$ cat src/include/cpuex_pkg.sv
// constants, types and helpers shared by the cpu exception end and the peripheral end
// assumes one clock domain at 40 MHz with a synchronous active-high reset
package cpuex_pkg;

  // ----------------------------------------
  // timing
  // ----------------------------------------
  localparam int CLK_PERIOD_NS = 25;
  localparam int RESET_PULSE_NS = 400;
  localparam int RESET_PULSE_CYC_I = (RESET_PULSE_NS + CLK_PERIOD_NS - 1) / CLK_PERIOD_NS;
  localparam logic [7:0] RESET_PULSE_CYC = 8'(RESET_PULSE_CYC_I);

  // ----------------------------------------
  // vector numbers
  // ----------------------------------------
  localparam logic [7:0] VEC_RESET = 8'h00;
  localparam logic [7:0] VEC_BUS_ERR = 8'h02;
  localparam logic [7:0] VEC_ADDR_ERR = 8'h03;
  localparam logic [7:0] VEC_ILLEGAL = 8'h04;
  localparam logic [7:0] VEC_ZERO_DIV = 8'h05;
  localparam logic [7:0] VEC_BOUNDS = 8'h06;
  localparam logic [7:0] VEC_OVF_TRAP = 8'h07;
  localparam logic [7:0] VEC_PRIV = 8'h08;
  localparam logic [7:0] VEC_TRACE = 8'h09;
  localparam logic [7:0] VEC_LINE_A = 8'h0A;
  localparam logic [7:0] VEC_LINE_F = 8'h0B;
  localparam logic [7:0] VEC_UNINIT = 8'h0F;
  localparam logic [7:0] VEC_SPURIOUS = 8'h18;
  localparam logic [7:0] VEC_TRAP_BASE = 8'h20;
  localparam logic [3:0] LINE_A_CODE = 4'hA;
  localparam logic [3:0] LINE_F_CODE = 4'hF;

  // ----------------------------------------
  // status word layout and bus codes
  // ----------------------------------------
  localparam int SR_T_BIT = 15;
  localparam int SR_S_BIT = 13;
  localparam int SR_MASK_LSB = 8;
  localparam logic [2:0] LVL_NONE = 3'h0;
  localparam logic [2:0] LVL_MAX = 3'h7;
  localparam logic [2:0] FC_INT_ACK = 3'h7;

  // ----------------------------------------
  // states and register images
  // ----------------------------------------
  typedef enum logic [4:0] {
    ST_RUN = 5'h01,
    ST_RESET_VEC = 5'h02,
    ST_IACK_SETUP = 5'h04,
    ST_IACK_STROBE = 5'h08,
    ST_RESET_OUT = 5'h10
  } cpuex_state_e;

  typedef struct packed {
    cpuex_state_e st;
    logic s_bit;
    logic t_bit;
    logic [2:0] mask;
    logic t_start;
    logic trace_pend;
    logic boundary;
    logic [2:0] ipl_lvl;
    logic nmi_edge;
    logic [2:0] ack_lvl;
    logic [23:0] int_pc;
    logic exc_valid;
    logic [7:0] exc_vec;
    logic [23:0] exc_addr;
    logic exc_stack;
    logic [23:0] exc_pc;
    logic [15:0] exc_sr;
    logic go;
    logic ext_reset;
    logic [7:0] rst_cnt;
    logic [2:0] fc;
    logic [2:0] addr_lvl;
    logic rw;
    logic as_n;
    logic lds_n;
  } cpuex_core_s;

  localparam cpuex_core_s CORE_RST = '{
    st: ST_RESET_VEC, s_bit: 1'b1, t_bit: 1'b0, mask: LVL_MAX, t_start: 1'b0, trace_pend: 1'b0,
    boundary: 1'b0, ipl_lvl: LVL_NONE, nmi_edge: 1'b0, ack_lvl: LVL_NONE, int_pc: 24'h000000,
    exc_valid: 1'b0, exc_vec: 8'h00, exc_addr: 24'h000000, exc_stack: 1'b0, exc_pc: 24'h000000,
    exc_sr: 16'h0000, go: 1'b0, ext_reset: 1'b0, rst_cnt: 8'h00, fc: 3'h0, addr_lvl: 3'h0,
    rw: 1'b1, as_n: 1'b1, lds_n: 1'b1};

  typedef struct packed {
    logic [2:0] ipl_n;
    logic [7:0] data;
    logic transfer_acknowledge_n;
    logic vpa_n;
    logic berr_n;
    logic busy;
    logic acked;
  } cpuex_dev_s;

  localparam cpuex_dev_s DEV_RST = '{
    ipl_n: 3'h7, data: 8'h00, transfer_acknowledge_n: 1'b1, vpa_n: 1'b1, berr_n: 1'b1, busy: 1'b0, acked: 1'b0};

  // ----------------------------------------
  // helpers
  // ----------------------------------------
  function automatic logic [23:0] vec_addr(input logic [7:0] v);
    vec_addr = {14'h0000, v, 2'b00};
  endfunction

  function automatic logic [7:0] autovec(input logic [2:0] lvl);
    autovec = VEC_SPURIOUS + {5'h00, lvl};
  endfunction

endpackage

$ cat src/include/cpuex_if.sv
// interrupt request and acknowledge wires between the processor and its peripherals
// assumes both ends share REF_CLK; all signals are driven from flip-flops
`timescale 1ns/1ps
interface cpuex_if;
  logic [2:0] ipl_n;
  logic [2:0] fc;
  logic [2:0] addr_lvl;
  logic rw;
  logic as_n;
  logic lds_n;
  logic [7:0] data;
  logic transfer_acknowledge_n;
  logic vpa_n;
  logic berr_n;

  modport cpu (
    input ipl_n,
    output fc,
    output addr_lvl,
    output rw,
    output as_n,
    output lds_n,
    input data,
    input transfer_acknowledge_n,
    input vpa_n,
    input berr_n
  );

  modport dev (
    output ipl_n,
    input fc,
    input addr_lvl,
    input rw,
    input as_n,
    input lds_n,
    output data,
    output transfer_acknowledge_n,
    output vpa_n,
    output berr_n
  );
endinterface

$ cat src/cpuex_core.sv
// exception sequencer of the processor: reset, traps, interrupts, trace
// assumes an instruction pipeline on the user side and peripherals on the interface
//
// Functional notes
// RQ1 - group 1 at boundary, group 2 inside execution
// RQ2 - reset per clock, bus faults per bus cycle
// RQ3 - reset aborts, forces supervisor, clears trace
// RQ4 - reset sets priority mask to seven
// RQ5 - reset uses vector zero, stacks nothing
// RQ6 - reset loads stack pointer, then program counter
// RQ7 - reset instruction pulses external reset, continues
// RQ8 - levels one to seven, mask inhibits lower
// RQ9 - request pins active low, inverted internally
// RQ10 - requests pending, checked only between instructions
// RQ11 - interrupt copies status, supervisor, mask level
// RQ12 - acknowledge cycle: level, read, code, strobes
// RQ13 - peripheral returns vector with transfer acknowledge
// RQ14 - autovector built from acknowledged level
// RQ15 - unanswered acknowledge ends spurious via bus error
// RQ16 - stacked pc is next unexecuted instruction
// RQ17 - level seven edge-triggered and unmaskable
// RQ18 - uninitialised peripheral returns vector fifteen
// RQ19 - trap always, overflow and bounds conditional
// RQ20 - divide by zero raises zero-divide
// RQ21 - illegal words, line A and F vectors
// RQ22 - privileged instructions trap in user state
// RQ23 - vector address is number times four
// RQ24 - autovectors are numbers 25 to 31
`timescale 1ns/1ps
module cpuex_core (
  input wire logic REF_CLK,
  input wire logic RST,
  cpuex_if.cpu BUS,
  input wire logic INSN_END,
  input wire logic [15:0] NEXT_WORD,
  input wire logic NEXT_LEGAL,
  input wire logic NEXT_PRIV,
  input wire logic [23:0] NEXT_PC,
  input wire logic TRAP_STB,
  input wire logic [3:0] TRAP_NUM,
  input wire logic OVERFLOW_TRAP_STB,
  input wire logic OVERFLOW,
  input wire logic BOUNDS_CHECK_STB,
  input wire logic OUT_OF_BOUNDS,
  input wire logic SIGNED_DIVIDE_STB,
  input wire logic UNSIGNED_DIVIDE_STB,
  input wire logic [15:0] DIVISOR,
  input wire logic BUS_CYCLE_END,
  input wire logic BUS_ERR,
  input wire logic ADDR_ERR,
  input wire logic RESET_INSN_STB,
  input wire logic SR_WR,
  input wire logic [15:0] SR_WDATA,
  output logic GO,
  output logic BUSY,
  output logic EXC_VALID,
  output logic [7:0] EXC_VECTOR,
  output logic [23:0] EXC_ADDR,
  output logic EXC_STACK,
  output logic [23:0] EXC_PC,
  output logic [15:0] EXC_SR,
  output logic [15:0] SR_OUT,
  output logic EXT_RESET
);
  import cpuex_pkg::*;

  // ----------------------------------------
  // helpers
  // ----------------------------------------
  function automatic logic [15:0] sr_word(input cpuex_core_s s);
    sr_word = 16'h0000;
    sr_word[SR_T_BIT] = s.t_bit;
    sr_word[SR_S_BIT] = s.s_bit;
    sr_word[SR_MASK_LSB +: 3] = s.mask;
  endfunction

  function automatic cpuex_core_s take_exc(input cpuex_core_s s, input logic [7:0] v, input logic stk,
                                           input logic [23:0] pc, input logic copy_sr);
    if (copy_sr) begin
      s.exc_sr = sr_word(s);
    end
    s.s_bit = 1'b1;
    s.t_bit = 1'b0;
    s.exc_valid = 1'b1;
    s.exc_vec = v;
    s.exc_addr = vec_addr(v); // RQ23
    s.exc_stack = stk;
    s.exc_pc = pc;
    return s;
  endfunction

  // ----------------------------------------
  // state
  // ----------------------------------------
  cpuex_core_s q;
  cpuex_core_s d;
  logic [2:0] req_lvl;
  logic rise7;
  logic int_due;

  assign req_lvl = ~BUS.ipl_n; // RQ9
  assign rise7 = (req_lvl == LVL_MAX) && (q.ipl_lvl != LVL_MAX); // RQ17
  assign int_due = (q.ipl_lvl != LVL_NONE) && (q.nmi_edge || (q.ipl_lvl > q.mask)); // RQ8 RQ17

  // ----------------------------------------
  // next state
  // ----------------------------------------
  always_comb begin
    d = q;
    d.exc_valid = 1'b0;
    d.go = 1'b0;
    d.ipl_lvl = req_lvl;
    if (rise7) begin
      d.nmi_edge = 1'b1; // RQ17
    end
    unique case (q.st)
      ST_RESET_VEC: begin
        d = take_exc(d, VEC_RESET, 1'b0, 24'h000000, 1'b1); // RQ5 RQ6
        d.st = ST_RUN;
        d.boundary = 1'b1;
      end
      ST_RUN: begin
        if (BUS_CYCLE_END && (ADDR_ERR || BUS_ERR)) begin
          d = take_exc(d, ADDR_ERR ? VEC_ADDR_ERR : VEC_BUS_ERR, 1'b1, NEXT_PC, 1'b1); // RQ2
          d.boundary = 1'b1;
          d.trace_pend = 1'b0;
        end else if (q.boundary) begin
          if (q.trace_pend) begin
            d = take_exc(d, VEC_TRACE, 1'b1, NEXT_PC, 1'b1); // RQ1
            d.trace_pend = 1'b0;
          end else if (int_due) begin
            d.exc_sr = sr_word(q); // RQ11
            d.s_bit = 1'b1;
            d.t_bit = 1'b0;
            d.mask = q.ipl_lvl;
            d.ack_lvl = q.ipl_lvl;
            d.int_pc = NEXT_PC; // RQ16
            if (q.ipl_lvl == LVL_MAX) begin
              d.nmi_edge = rise7;
            end
            d.addr_lvl = q.ipl_lvl; // RQ12
            d.rw = 1'b1;
            d.fc = FC_INT_ACK;
            d.st = ST_IACK_SETUP;
          end else if (!NEXT_LEGAL) begin
            if (NEXT_WORD[15:12] == LINE_A_CODE) begin
              d = take_exc(d, VEC_LINE_A, 1'b1, NEXT_PC, 1'b1); // RQ21
            end else if (NEXT_WORD[15:12] == LINE_F_CODE) begin
              d = take_exc(d, VEC_LINE_F, 1'b1, NEXT_PC, 1'b1); // RQ21
            end else begin
              d = take_exc(d, VEC_ILLEGAL, 1'b1, NEXT_PC, 1'b1); // RQ21
            end
          end else if (NEXT_PRIV && !q.s_bit) begin
            d = take_exc(d, VEC_PRIV, 1'b1, NEXT_PC, 1'b1); // RQ22
          end else begin
            d.go = 1'b1; // RQ10
            d.boundary = 1'b0;
            d.t_start = q.t_bit;
          end
        end else begin
          if (TRAP_STB) begin
            d = take_exc(d, VEC_TRAP_BASE + {4'h0, TRAP_NUM}, 1'b1, NEXT_PC, 1'b1); // RQ19 RQ1
          end else if (OVERFLOW_TRAP_STB && OVERFLOW) begin
            d = take_exc(d, VEC_OVF_TRAP, 1'b1, NEXT_PC, 1'b1); // RQ19
          end else if (BOUNDS_CHECK_STB && OUT_OF_BOUNDS) begin
            d = take_exc(d, VEC_BOUNDS, 1'b1, NEXT_PC, 1'b1); // RQ19
          end else if ((SIGNED_DIVIDE_STB || UNSIGNED_DIVIDE_STB) && (DIVISOR == 16'h0000)) begin
            d = take_exc(d, VEC_ZERO_DIV, 1'b1, NEXT_PC, 1'b1); // RQ20
          end else if (RESET_INSN_STB) begin
            d.ext_reset = 1'b1; // RQ7
            d.rst_cnt = RESET_PULSE_CYC - 8'h01;
            d.st = ST_RESET_OUT;
          end else if (SR_WR) begin
            d.t_bit = SR_WDATA[SR_T_BIT];
            d.s_bit = SR_WDATA[SR_S_BIT];
            d.mask = SR_WDATA[SR_MASK_LSB +: 3];
          end
          if (INSN_END) begin
            d.boundary = 1'b1;
            d.trace_pend = q.t_start;
          end
        end
      end
      ST_IACK_SETUP: begin
        d.as_n = 1'b0; // RQ12
        d.lds_n = 1'b0;
        d.st = ST_IACK_STROBE;
      end
      ST_IACK_STROBE: begin
        if (!BUS.transfer_acknowledge_n || !BUS.vpa_n || !BUS.berr_n) begin
          d.as_n = 1'b1; // RQ12
          d.lds_n = 1'b1;
          d.st = ST_RUN;
          if (!BUS.berr_n) begin
            d = take_exc(d, VEC_SPURIOUS, 1'b1, q.int_pc, 1'b0); // RQ15
          end else if (!BUS.vpa_n) begin
            d = take_exc(d, autovec(q.ack_lvl), 1'b1, q.int_pc, 1'b0); // RQ14 RQ24
          end else begin
            d = take_exc(d, BUS.data, 1'b1, q.int_pc, 1'b0); // RQ13
          end
        end
      end
      ST_RESET_OUT: begin
        if (q.rst_cnt == 8'h00) begin
          d.ext_reset = 1'b0; // RQ7
          d.st = ST_RUN;
        end else begin
          d.rst_cnt = q.rst_cnt - 8'h01;
        end
      end
    endcase
  end

  // ----------------------------------------
  // registers
  // ----------------------------------------
  always_ff @(posedge REF_CLK) begin
    if (RST) begin
      q <= CORE_RST; // RQ2 RQ3 RQ4
    end else begin
      q <= d;
    end
  end

  // ----------------------------------------
  // outputs
  // ----------------------------------------
  assign BUS.fc = q.fc;
  assign BUS.addr_lvl = q.addr_lvl;
  assign BUS.rw = q.rw;
  assign BUS.as_n = q.as_n;
  assign BUS.lds_n = q.lds_n;
  assign GO = q.go;
  assign BUSY = (q.st != ST_RUN);
  assign EXC_VALID = q.exc_valid;
  assign EXC_VECTOR = q.exc_vec;
  assign EXC_ADDR = q.exc_addr;
  assign EXC_STACK = q.exc_stack;
  assign EXC_PC = q.exc_pc;
  assign EXC_SR = q.exc_sr;
  assign SR_OUT = sr_word(q);
  assign EXT_RESET = q.ext_reset;
endmodule

$ cat src/flat_wrapper.sv
// flat-port wrapper written by rule: the top's interface ports become plain ports
module cpuex_core_flat import cpuex_pkg::*;
  (REF_CLK, RST, INSN_END, NEXT_WORD, NEXT_LEGAL, NEXT_PRIV, NEXT_PC, TRAP_STB, TRAP_NUM, OVERFLOW_TRAP_STB, OVERFLOW, BOUNDS_CHECK_STB, OUT_OF_BOUNDS, SIGNED_DIVIDE_STB, UNSIGNED_DIVIDE_STB, DIVISOR, BUS_CYCLE_END, BUS_ERR, ADDR_ERR, RESET_INSN_STB, SR_WR, SR_WDATA, GO, BUSY, EXC_VALID, EXC_VECTOR, EXC_ADDR, EXC_STACK, EXC_PC, EXC_SR, SR_OUT, EXT_RESET, BUS_ipl_n, BUS_fc, BUS_addr_lvl, BUS_rw, BUS_as_n, BUS_lds_n, BUS_data, BUS_transfer_acknowledge_n, BUS_vpa_n, BUS_berr_n);
  cpuex_if BUS_i ();
  input wire logic REF_CLK;
  input wire logic RST;
  input wire logic INSN_END;
  input wire logic [15:0] NEXT_WORD;
  input wire logic NEXT_LEGAL;
  input wire logic NEXT_PRIV;
  input wire logic [23:0] NEXT_PC;
  input wire logic TRAP_STB;
  input wire logic [3:0] TRAP_NUM;
  input wire logic OVERFLOW_TRAP_STB;
  input wire logic OVERFLOW;
  input wire logic BOUNDS_CHECK_STB;
  input wire logic OUT_OF_BOUNDS;
  input wire logic SIGNED_DIVIDE_STB;
  input wire logic UNSIGNED_DIVIDE_STB;
  input wire logic [15:0] DIVISOR;
  input wire logic BUS_CYCLE_END;
  input wire logic BUS_ERR;
  input wire logic ADDR_ERR;
  input wire logic RESET_INSN_STB;
  input wire logic SR_WR;
  input wire logic [15:0] SR_WDATA;
  output logic GO;
  output logic BUSY;
  output logic EXC_VALID;
  output logic [7:0] EXC_VECTOR;
  output logic [23:0] EXC_ADDR;
  output logic EXC_STACK;
  output logic [23:0] EXC_PC;
  output logic [15:0] EXC_SR;
  output logic [15:0] SR_OUT;
  output logic EXT_RESET;
  input wire logic [$bits(BUS_i.ipl_n)-1:0] BUS_ipl_n;
  output wire logic [$bits(BUS_i.fc)-1:0] BUS_fc;
  output wire logic [$bits(BUS_i.addr_lvl)-1:0] BUS_addr_lvl;
  output wire logic [$bits(BUS_i.rw)-1:0] BUS_rw;
  output wire logic [$bits(BUS_i.as_n)-1:0] BUS_as_n;
  output wire logic [$bits(BUS_i.lds_n)-1:0] BUS_lds_n;
  input wire logic [$bits(BUS_i.data)-1:0] BUS_data;
  input wire logic [$bits(BUS_i.transfer_acknowledge_n)-1:0] BUS_transfer_acknowledge_n;
  input wire logic [$bits(BUS_i.vpa_n)-1:0] BUS_vpa_n;
  input wire logic [$bits(BUS_i.berr_n)-1:0] BUS_berr_n;
  assign BUS_i.ipl_n = BUS_ipl_n;
  assign BUS_fc = BUS_i.fc;
  assign BUS_addr_lvl = BUS_i.addr_lvl;
  assign BUS_rw = BUS_i.rw;
  assign BUS_as_n = BUS_i.as_n;
  assign BUS_lds_n = BUS_i.lds_n;
  assign BUS_i.data = BUS_data;
  assign BUS_i.transfer_acknowledge_n = BUS_transfer_acknowledge_n;
  assign BUS_i.vpa_n = BUS_vpa_n;
  assign BUS_i.berr_n = BUS_berr_n;
  cpuex_core u_core (.REF_CLK(REF_CLK), .RST(RST), .BUS(BUS_i), .INSN_END(INSN_END), .NEXT_WORD(NEXT_WORD), .NEXT_LEGAL(NEXT_LEGAL), .NEXT_PRIV(NEXT_PRIV), .NEXT_PC(NEXT_PC), .TRAP_STB(TRAP_STB), .TRAP_NUM(TRAP_NUM), .OVERFLOW_TRAP_STB(OVERFLOW_TRAP_STB), .OVERFLOW(OVERFLOW), .BOUNDS_CHECK_STB(BOUNDS_CHECK_STB), .OUT_OF_BOUNDS(OUT_OF_BOUNDS), .SIGNED_DIVIDE_STB(SIGNED_DIVIDE_STB), .UNSIGNED_DIVIDE_STB(UNSIGNED_DIVIDE_STB), .DIVISOR(DIVISOR), .BUS_CYCLE_END(BUS_CYCLE_END), .BUS_ERR(BUS_ERR), .ADDR_ERR(ADDR_ERR), .RESET_INSN_STB(RESET_INSN_STB), .SR_WR(SR_WR), .SR_WDATA(SR_WDATA), .GO(GO), .BUSY(BUSY), .EXC_VALID(EXC_VALID), .EXC_VECTOR(EXC_VECTOR), .EXC_ADDR(EXC_ADDR), .EXC_STACK(EXC_STACK), .EXC_PC(EXC_PC), .EXC_SR(EXC_SR), .SR_OUT(SR_OUT), .EXT_RESET(EXT_RESET));
endmodule
$ cat config.mk
export PLATFORM = sky130hd
export DESIGN_NAME = cpuex_core_flat
export DESIGN_NICKNAME = d
export VERILOG_FILES = /design/src/include/cpuex_pkg.sv /design/src/include/cpuex_if.sv /design/src/cpuex_core.sv /design/src/flat_wrapper.sv
export SDC_FILE = /design/constraint.sdc
export NUM_CORES = 1
export LEC_CHECK = 0
export BUFFER_PORTS_ARGS = -buffer_cell sky130_fd_sc_hd__buf_2
export CAP_MARGIN = 20
export CORE_ASPECT_RATIO = 1.1
export CORE_MARGIN = 2
export CORE_UTILIZATION = 38
export DETAILED_ROUTE_END_ITERATION = 8
export PLACE_DENSITY_LB_ADDON = 0.25
export SLEW_MARGIN = 20
export SYNTH_ARGS = -nofsm -noshare
export SYNTH_HDL_FRONTEND = slang
export SYNTH_SLANG_ARGS = --single-unit
$ cat constraint.sdc
create_clock -name REF_CLK -period 3.4 [get_ports REF_CLK]
set_clock_uncertainty 0.1 [all_clocks]
set_input_delay 0.51 -clock REF_CLK [delete_from_list [all_inputs] [get_ports REF_CLK]]
set_output_delay 0.51 -clock REF_CLK [all_outputs]
set_load 0.05 [all_outputs]
Yosys cells after proc, flatten, opt, wreduce, memory -nomap -nowiden --
Index checks and enable logic that the tools add are counted.
Storage, ports and cells: bits in registers 137, input port bits 107
Cells by class: $add $sub $neg 3, magnitude comparators 1, eq/ne operators 41, multiplexer cells 44, bitwise logic cells 8, reductions and logical operators 38
Operators with widths (count):
- two-way mux 137 bit | 7
- case mux 114 bit (3 select lines) | 1
- two-way mux 92 bit | 2
- two-way mux 88 bit | 2
- two-way mux 132 bit | 1
- two-way mux 75 bit | 1
- two-way mux 74 bit | 1
- two-way mux 58 bit | 1
- two-way mux 10 bit | 3
- AND reduction 10 bit | 3
- two-way mux 28 bit | 1
- case mux 9 bit (3 select lines) | 1
- two-way mux 5 bit | 5
- case mux 5 bit (5 select lines) | 1
- inequality test 2 bit, second input constant | 10
- two-way mux 9 bit | 2
- logical NOT 16 bit | 1
- two-way mux 16 bit | 1
- inequality test 8 x 3 -> 1 bit, second input constant | 2
- inequality test 3 x 2 -> 1 bit, second input constant | 5
- inequality test 2 x 1 -> 1 bit, second input constant | 7
- case mux 7 bit (2 select lines) | 1
- AND reduction 12 bit | 1
- AND reduction 5 bit | 2
- other kinds (37) | 73

Depth between registers and ports, before layout --
depth after elaboration 11, mapped depth 10

Worst setup path before layout --
OpenSTA, ideal clock, no wires.
path type input -> register, start input DIVISOR[15], end register u_core.q, in the netlist u_core.EXC_ADDR[7], library setup time 0.128 ns, arrival 2.157 ns, data required time 3.172 ns, path slack 1.015 ns, cell stages on the path 7, buffers on the path 1, cell sequence or4_4 > nor2_4 > a21oi_2 > a211o_1 > buf_2 > a222oi_1 > nor2_1
On the way: word-level cells in the longest chain between the ends 4
Ends and longest elaborated chain:
- from (decl) | line flat_wrapper.sv:20 | input wire logic [15:0] DIVISOR;
- logical NOT 16 bit | line cpuex_core.sv:167 | end else if ((SIGNED_DIVIDE_STB || UNSIGNED_DIVIDE_STB) && (DIVISOR == 16'h0000)) begin
- logical AND 1 bit | line cpuex_core.sv:167
- inequality test 7 x 2 -> 1 bit (no source line)
- AND reduction 5 bit (no source line)
- to (signal assigned) | line cpuex_core.sv:219 | q <= CORE_RST;
- to (signal assigned) | line cpuex_core.sv:221 | q <= d;
- to (decl) | line cpuex_core.sv:95 | cpuex_core_s q;
Every way passes these cells. A chain may end at the register's enable or synchronous reset.

Worst setup path in the final report --
start register u_core.q[121] (netlist name), end register u_core.q, in the netlist u_core.EXC_PC[5]
On the way: word-level cells in the longest chain between the ends 5
Ends and longest elaborated chain:
- greater-than comparator 3 bit | line cpuex_core.sv:103 | assign int_due = (q.ipl_lvl != LVL_NONE) && (q.nmi_edge || (q.ipl_lvl > q.mask));
- logical OR 1 bit | line cpuex_core.sv:103
- logical AND 1 bit (*) | line cpuex_core.sv:103
- inequality test 5 x 4 -> 1 bit (no source line) (*)
- AND reduction 5 bit (no source line) (*)
Every way passes the cells marked *; elsewhere a longest branch is shown, timed or not.

==> metrics.md <==
| Metric | Value |
|---|---|
| Max-slew headroom | slightly above 30% |
| Synthesized area per cell | just over 8 µm² |
| Critical Path RT | approximately 3.6 ns |
| Die height | between 100 and 150 µm |
| Total core area | 13320 µm² |
| Proportion of layout cells with a drive suffix above 1 | 25.58% |
| Critical path cell sequence | inv_1, ha_1, and3_1, a211o_1, a21oi_1, a211o_1, buf_4, a221oi_1, nor2_1 |
| DR vias/cell | 5.224 |
| Grt total ovfl | 0 |
| Crit Path Category | flop to flop |
| Global-route layer with the greatest usage | met2 |
| Met2 Usage GRT | between 30% and 40% |
| Post-synthesis compound-gate area fraction | about 22% |
| # DRC | 0 |
| Worst vdd ir | ~0.24 mV |
| FILL cells | 1384 |
| Initial drt markers | 256 |
| Minimum clock period | between 2 and 3 ns |
| Hold Vio Cnt, Final | 0 |
| H-tree Lvls | 3 |
| Vias after detailed routing | just under 5000 |
| Die ar. | 14700 µm² |
| Unique masters post-synth | 57 |
| Unrepaired setup endpoints after global routing | no |
| #FFs+latches synth | 99 |
| Cell repeated most along the worst path | a211o_1 |
| Port bufs | about 150 |
| Worst-Margin Slew | just over 1 ns |
| Pin count of the biggest net entering global routing | between 40 and 50 |
| Routability Congestion | 0.8618 |
| Endpoint class of the critical path | flop |
| Starting density of the core | around two fifths |
| Async SR Flop Fraction | 0% |
| Resized Gates After CTS | 0 |
| CTS Sinks | 99 |
| Adder-Cell Fraction of Synth Area | under 10% |
| Nets@finish | 842 |
| Worst Path Arrival | 3.01 ns |
| Post-route non-filler standard cell count | roughly 920 |
| Global-route wire length before repair | between 20000 and 25000 µm |
| Lkg Pwr | ~0.0025 µW |
| Total wire length | 14560 µm |
| Clock Tree Buf Depth | 2 |
| Sequential share of the synthesized area | a little under two fifths |
| Largest family of logic cells by synthesized area | compound AO/OA/AOI/OAI gates |
| P&R area growth vs syn | 13.46% |
| CP Max Fanout | 14 |
| CTS buffer count | 9 |
| Mux cell area share after synthesis | under 10% |
| Simple-Gate Fraction of Synth Area | about a fifth |
| M3 GR Usage | under 10% |
| Met1 Usage GRT | roughly a quarter |
| Flop2flop setup slack | 0.57 ns |
| Post-CTS Hold Fix Bufs | 0 |
| Post-DRT Antenna Nets | 0 |
| Vias in the first global route | 4550 |
| Clk root buf | clkbuf_16 |
| Cell Pwr Density | 500.6 nW/µm² |
| Max-cap violations | 0 |
| First-pass iteration count of the detailed router | 5 |
| Ys Warns | 0 |
| Post-DP Area | about 5600 µm² |
| HPWL after DPL | between 10000 and 15000 µm |
| Worst-path clk slew | 0.07 ns |
| Initial antenna violation count | 0 |
| Synth Area in XOR/XNOR | less than 1% |
| Postcts setup bufs | 0 |
| I/O Pins | approximately 210 |
| Total GRT Usage | approximately a fifth |
| Fin area | 5926 µm² |
| Status | completed |
| Worst hold path class | primary input to flop |
| Width of the chip | 115.8 µm |
| Peak Freq | about 0.35 GHz |
| Synth Cell Area | 5223 µm² |
| Syn Inst Count | 649 |
| EDFF count, synth | 0 |
| Setup TNS | 0 ns |
| Antenna Cells | 0 |
| Period utilization | ~83% |
| DR WL/cell | around 16 µm |
| Slew Limit Fails | 0 |
| TritonCTS clock tree | done |
| Row cnt | between 40 and 50 |
| Top_reg_cell synth | dfxtp_1 |
| CP startpoint kind | flop |
| Worst path max stage delay | 0.48 ns |
| CP max stage cell | dfxtp_1 |
| Final Setup Violations | 0 |
| Placed Cells | approximately 900 |
| Worst skew pair latency | around 0.35 ns |
==> layout by cell type (no fill, tap or decap), types with 7 or more instances in the layout <==
cell       count
nand3_1       12
mux2i_1        8
conb_1        38
nor3_1        11
a211oi_1       7
nand2b_1       7
nor2_1        60
o21ai_0       41
buf_4         12
inv_1         10
a21oi_1       59
dfxtp_1       99
a221oi_1      24
and3_1         8
clkbuf_16      9
nand2_1       80
buf_2        147
nor2b_1       14
==> area by class of cell <==
type                       count  area, µm²  area share, %
clock buffer                  10      229.0          3.864
multi-input combinational    450       2521          42.55
clock inverter                 6      88.84          1.499
inverter                      10      37.54         0.6334
timing repair buffer         160      837.1          14.13
sequential                    99       1982          33.45
tap                          184      230.2          3.885
==> sequential cells by signal (all words and copies together) (netlist names) <==
signal and count:
u_core.q 47, u_core.EXC_PC 24, u_core.EXC_ADDR 8, u_core.EXC_SR 5, u_core.SR_OUT 5, u_core.BUS.addr_lvl 3
u_core.BUS.fc 1, u_core.BUS.lds_n 1, u_core.BUS.rw 1, u_core.EXC_STACK 1, u_core.EXC_VALID 1, u_core.EXT_RESET 1
u_core.GO 1
==> power by group <==
| part | internal (µW) | switching, µW |
|---|---|---|
| registers | 1210 | 35.0 |
| clock network | 647 | 456 |
| logic | 161 | 459 |
| total | 2020 | 950 |
==> cell usage after synthesis (8+ instances only) <==
master,n,area [µm²]
o21ai_0,41,205.2
nand3_1,12,60.06
nor3_1,11,55.05
a221oi_1,24,210.2
and3_1,8,50.05
buf_4,95,713.2
inv_1,10,37.54
nand2_1,80,300.3
a21oi_1,59,295.3
nor2_1,61,229.0
mux2i_1,8,80.08
a211oi_1,8,60.06
nor2b_1,14,87.58
clkbuf_1,23,86.33
dfxtp_1,99,1982
==> per-stage QoR <==
step | setup WS, ns | util, % | power [µW] | hold WS (ns)
6_report | 0.5709 | 44.48 | 2966 | 0.2302
3_3_place_gp | 0.3305 | 42.01 | 1877 | 0.3402
5_1_grt | 0.3873 | 44.48 | 3078 | 0.2234
4_1_cts | 0.5545 | 44.48 | 2990 | 0.2205
2_1_floorplan | 1.015 | - | 1797 | 0.3318
3_5_place_dp | 0.3018 | 42.09 | 1887 | 0.3365
==> path summary, 6_finish.rpt <==
check | from | to | depth (start not counted)
min | BUS_ipl_n[2] | u_core.q[123] | 2
max | u_core.q[121] | u_core.EXC_PC[5] | 9
max reg2reg | u_core.q[121] | u_core.EXC_PC[5] | 9
min reg2reg | u_core.q[94] | u_core.q[94] | 2
==> cell families after synthesis <==
group                    Yosys count
AND/OR/NAND/NOR                  220
AO/OA/AOI/OAI                    177
buffers and inverters            137
flip-flops                        99
multiplexers                       8
adder cells (fa/ha/maj)            5
XOR/XNOR                           2
other                              1
==> layer usage <==
metal,part of all wire (%),vias up
li1,-,2322
met1,44,2257
met2,46,194
met3,8.2,28
met4,2.3,0
met5,0,-
==> critical path: cells and delay by family (launching register included) <==
| kind | cells | cell delay (ns) |
|---|---|---|
| AO/OA/AOI/OAI | 4 | 1.15 |
| adder cells (fa/ha/maj) | 1 | 0.28 |
| buffers and inverters | 2 | 0.38 |
| flip-flops | 1 | 0.48 |
| AND/OR/NAND/NOR | 2 | 0.38 |
Note: power is estimated with default switching activity, not from simulation.
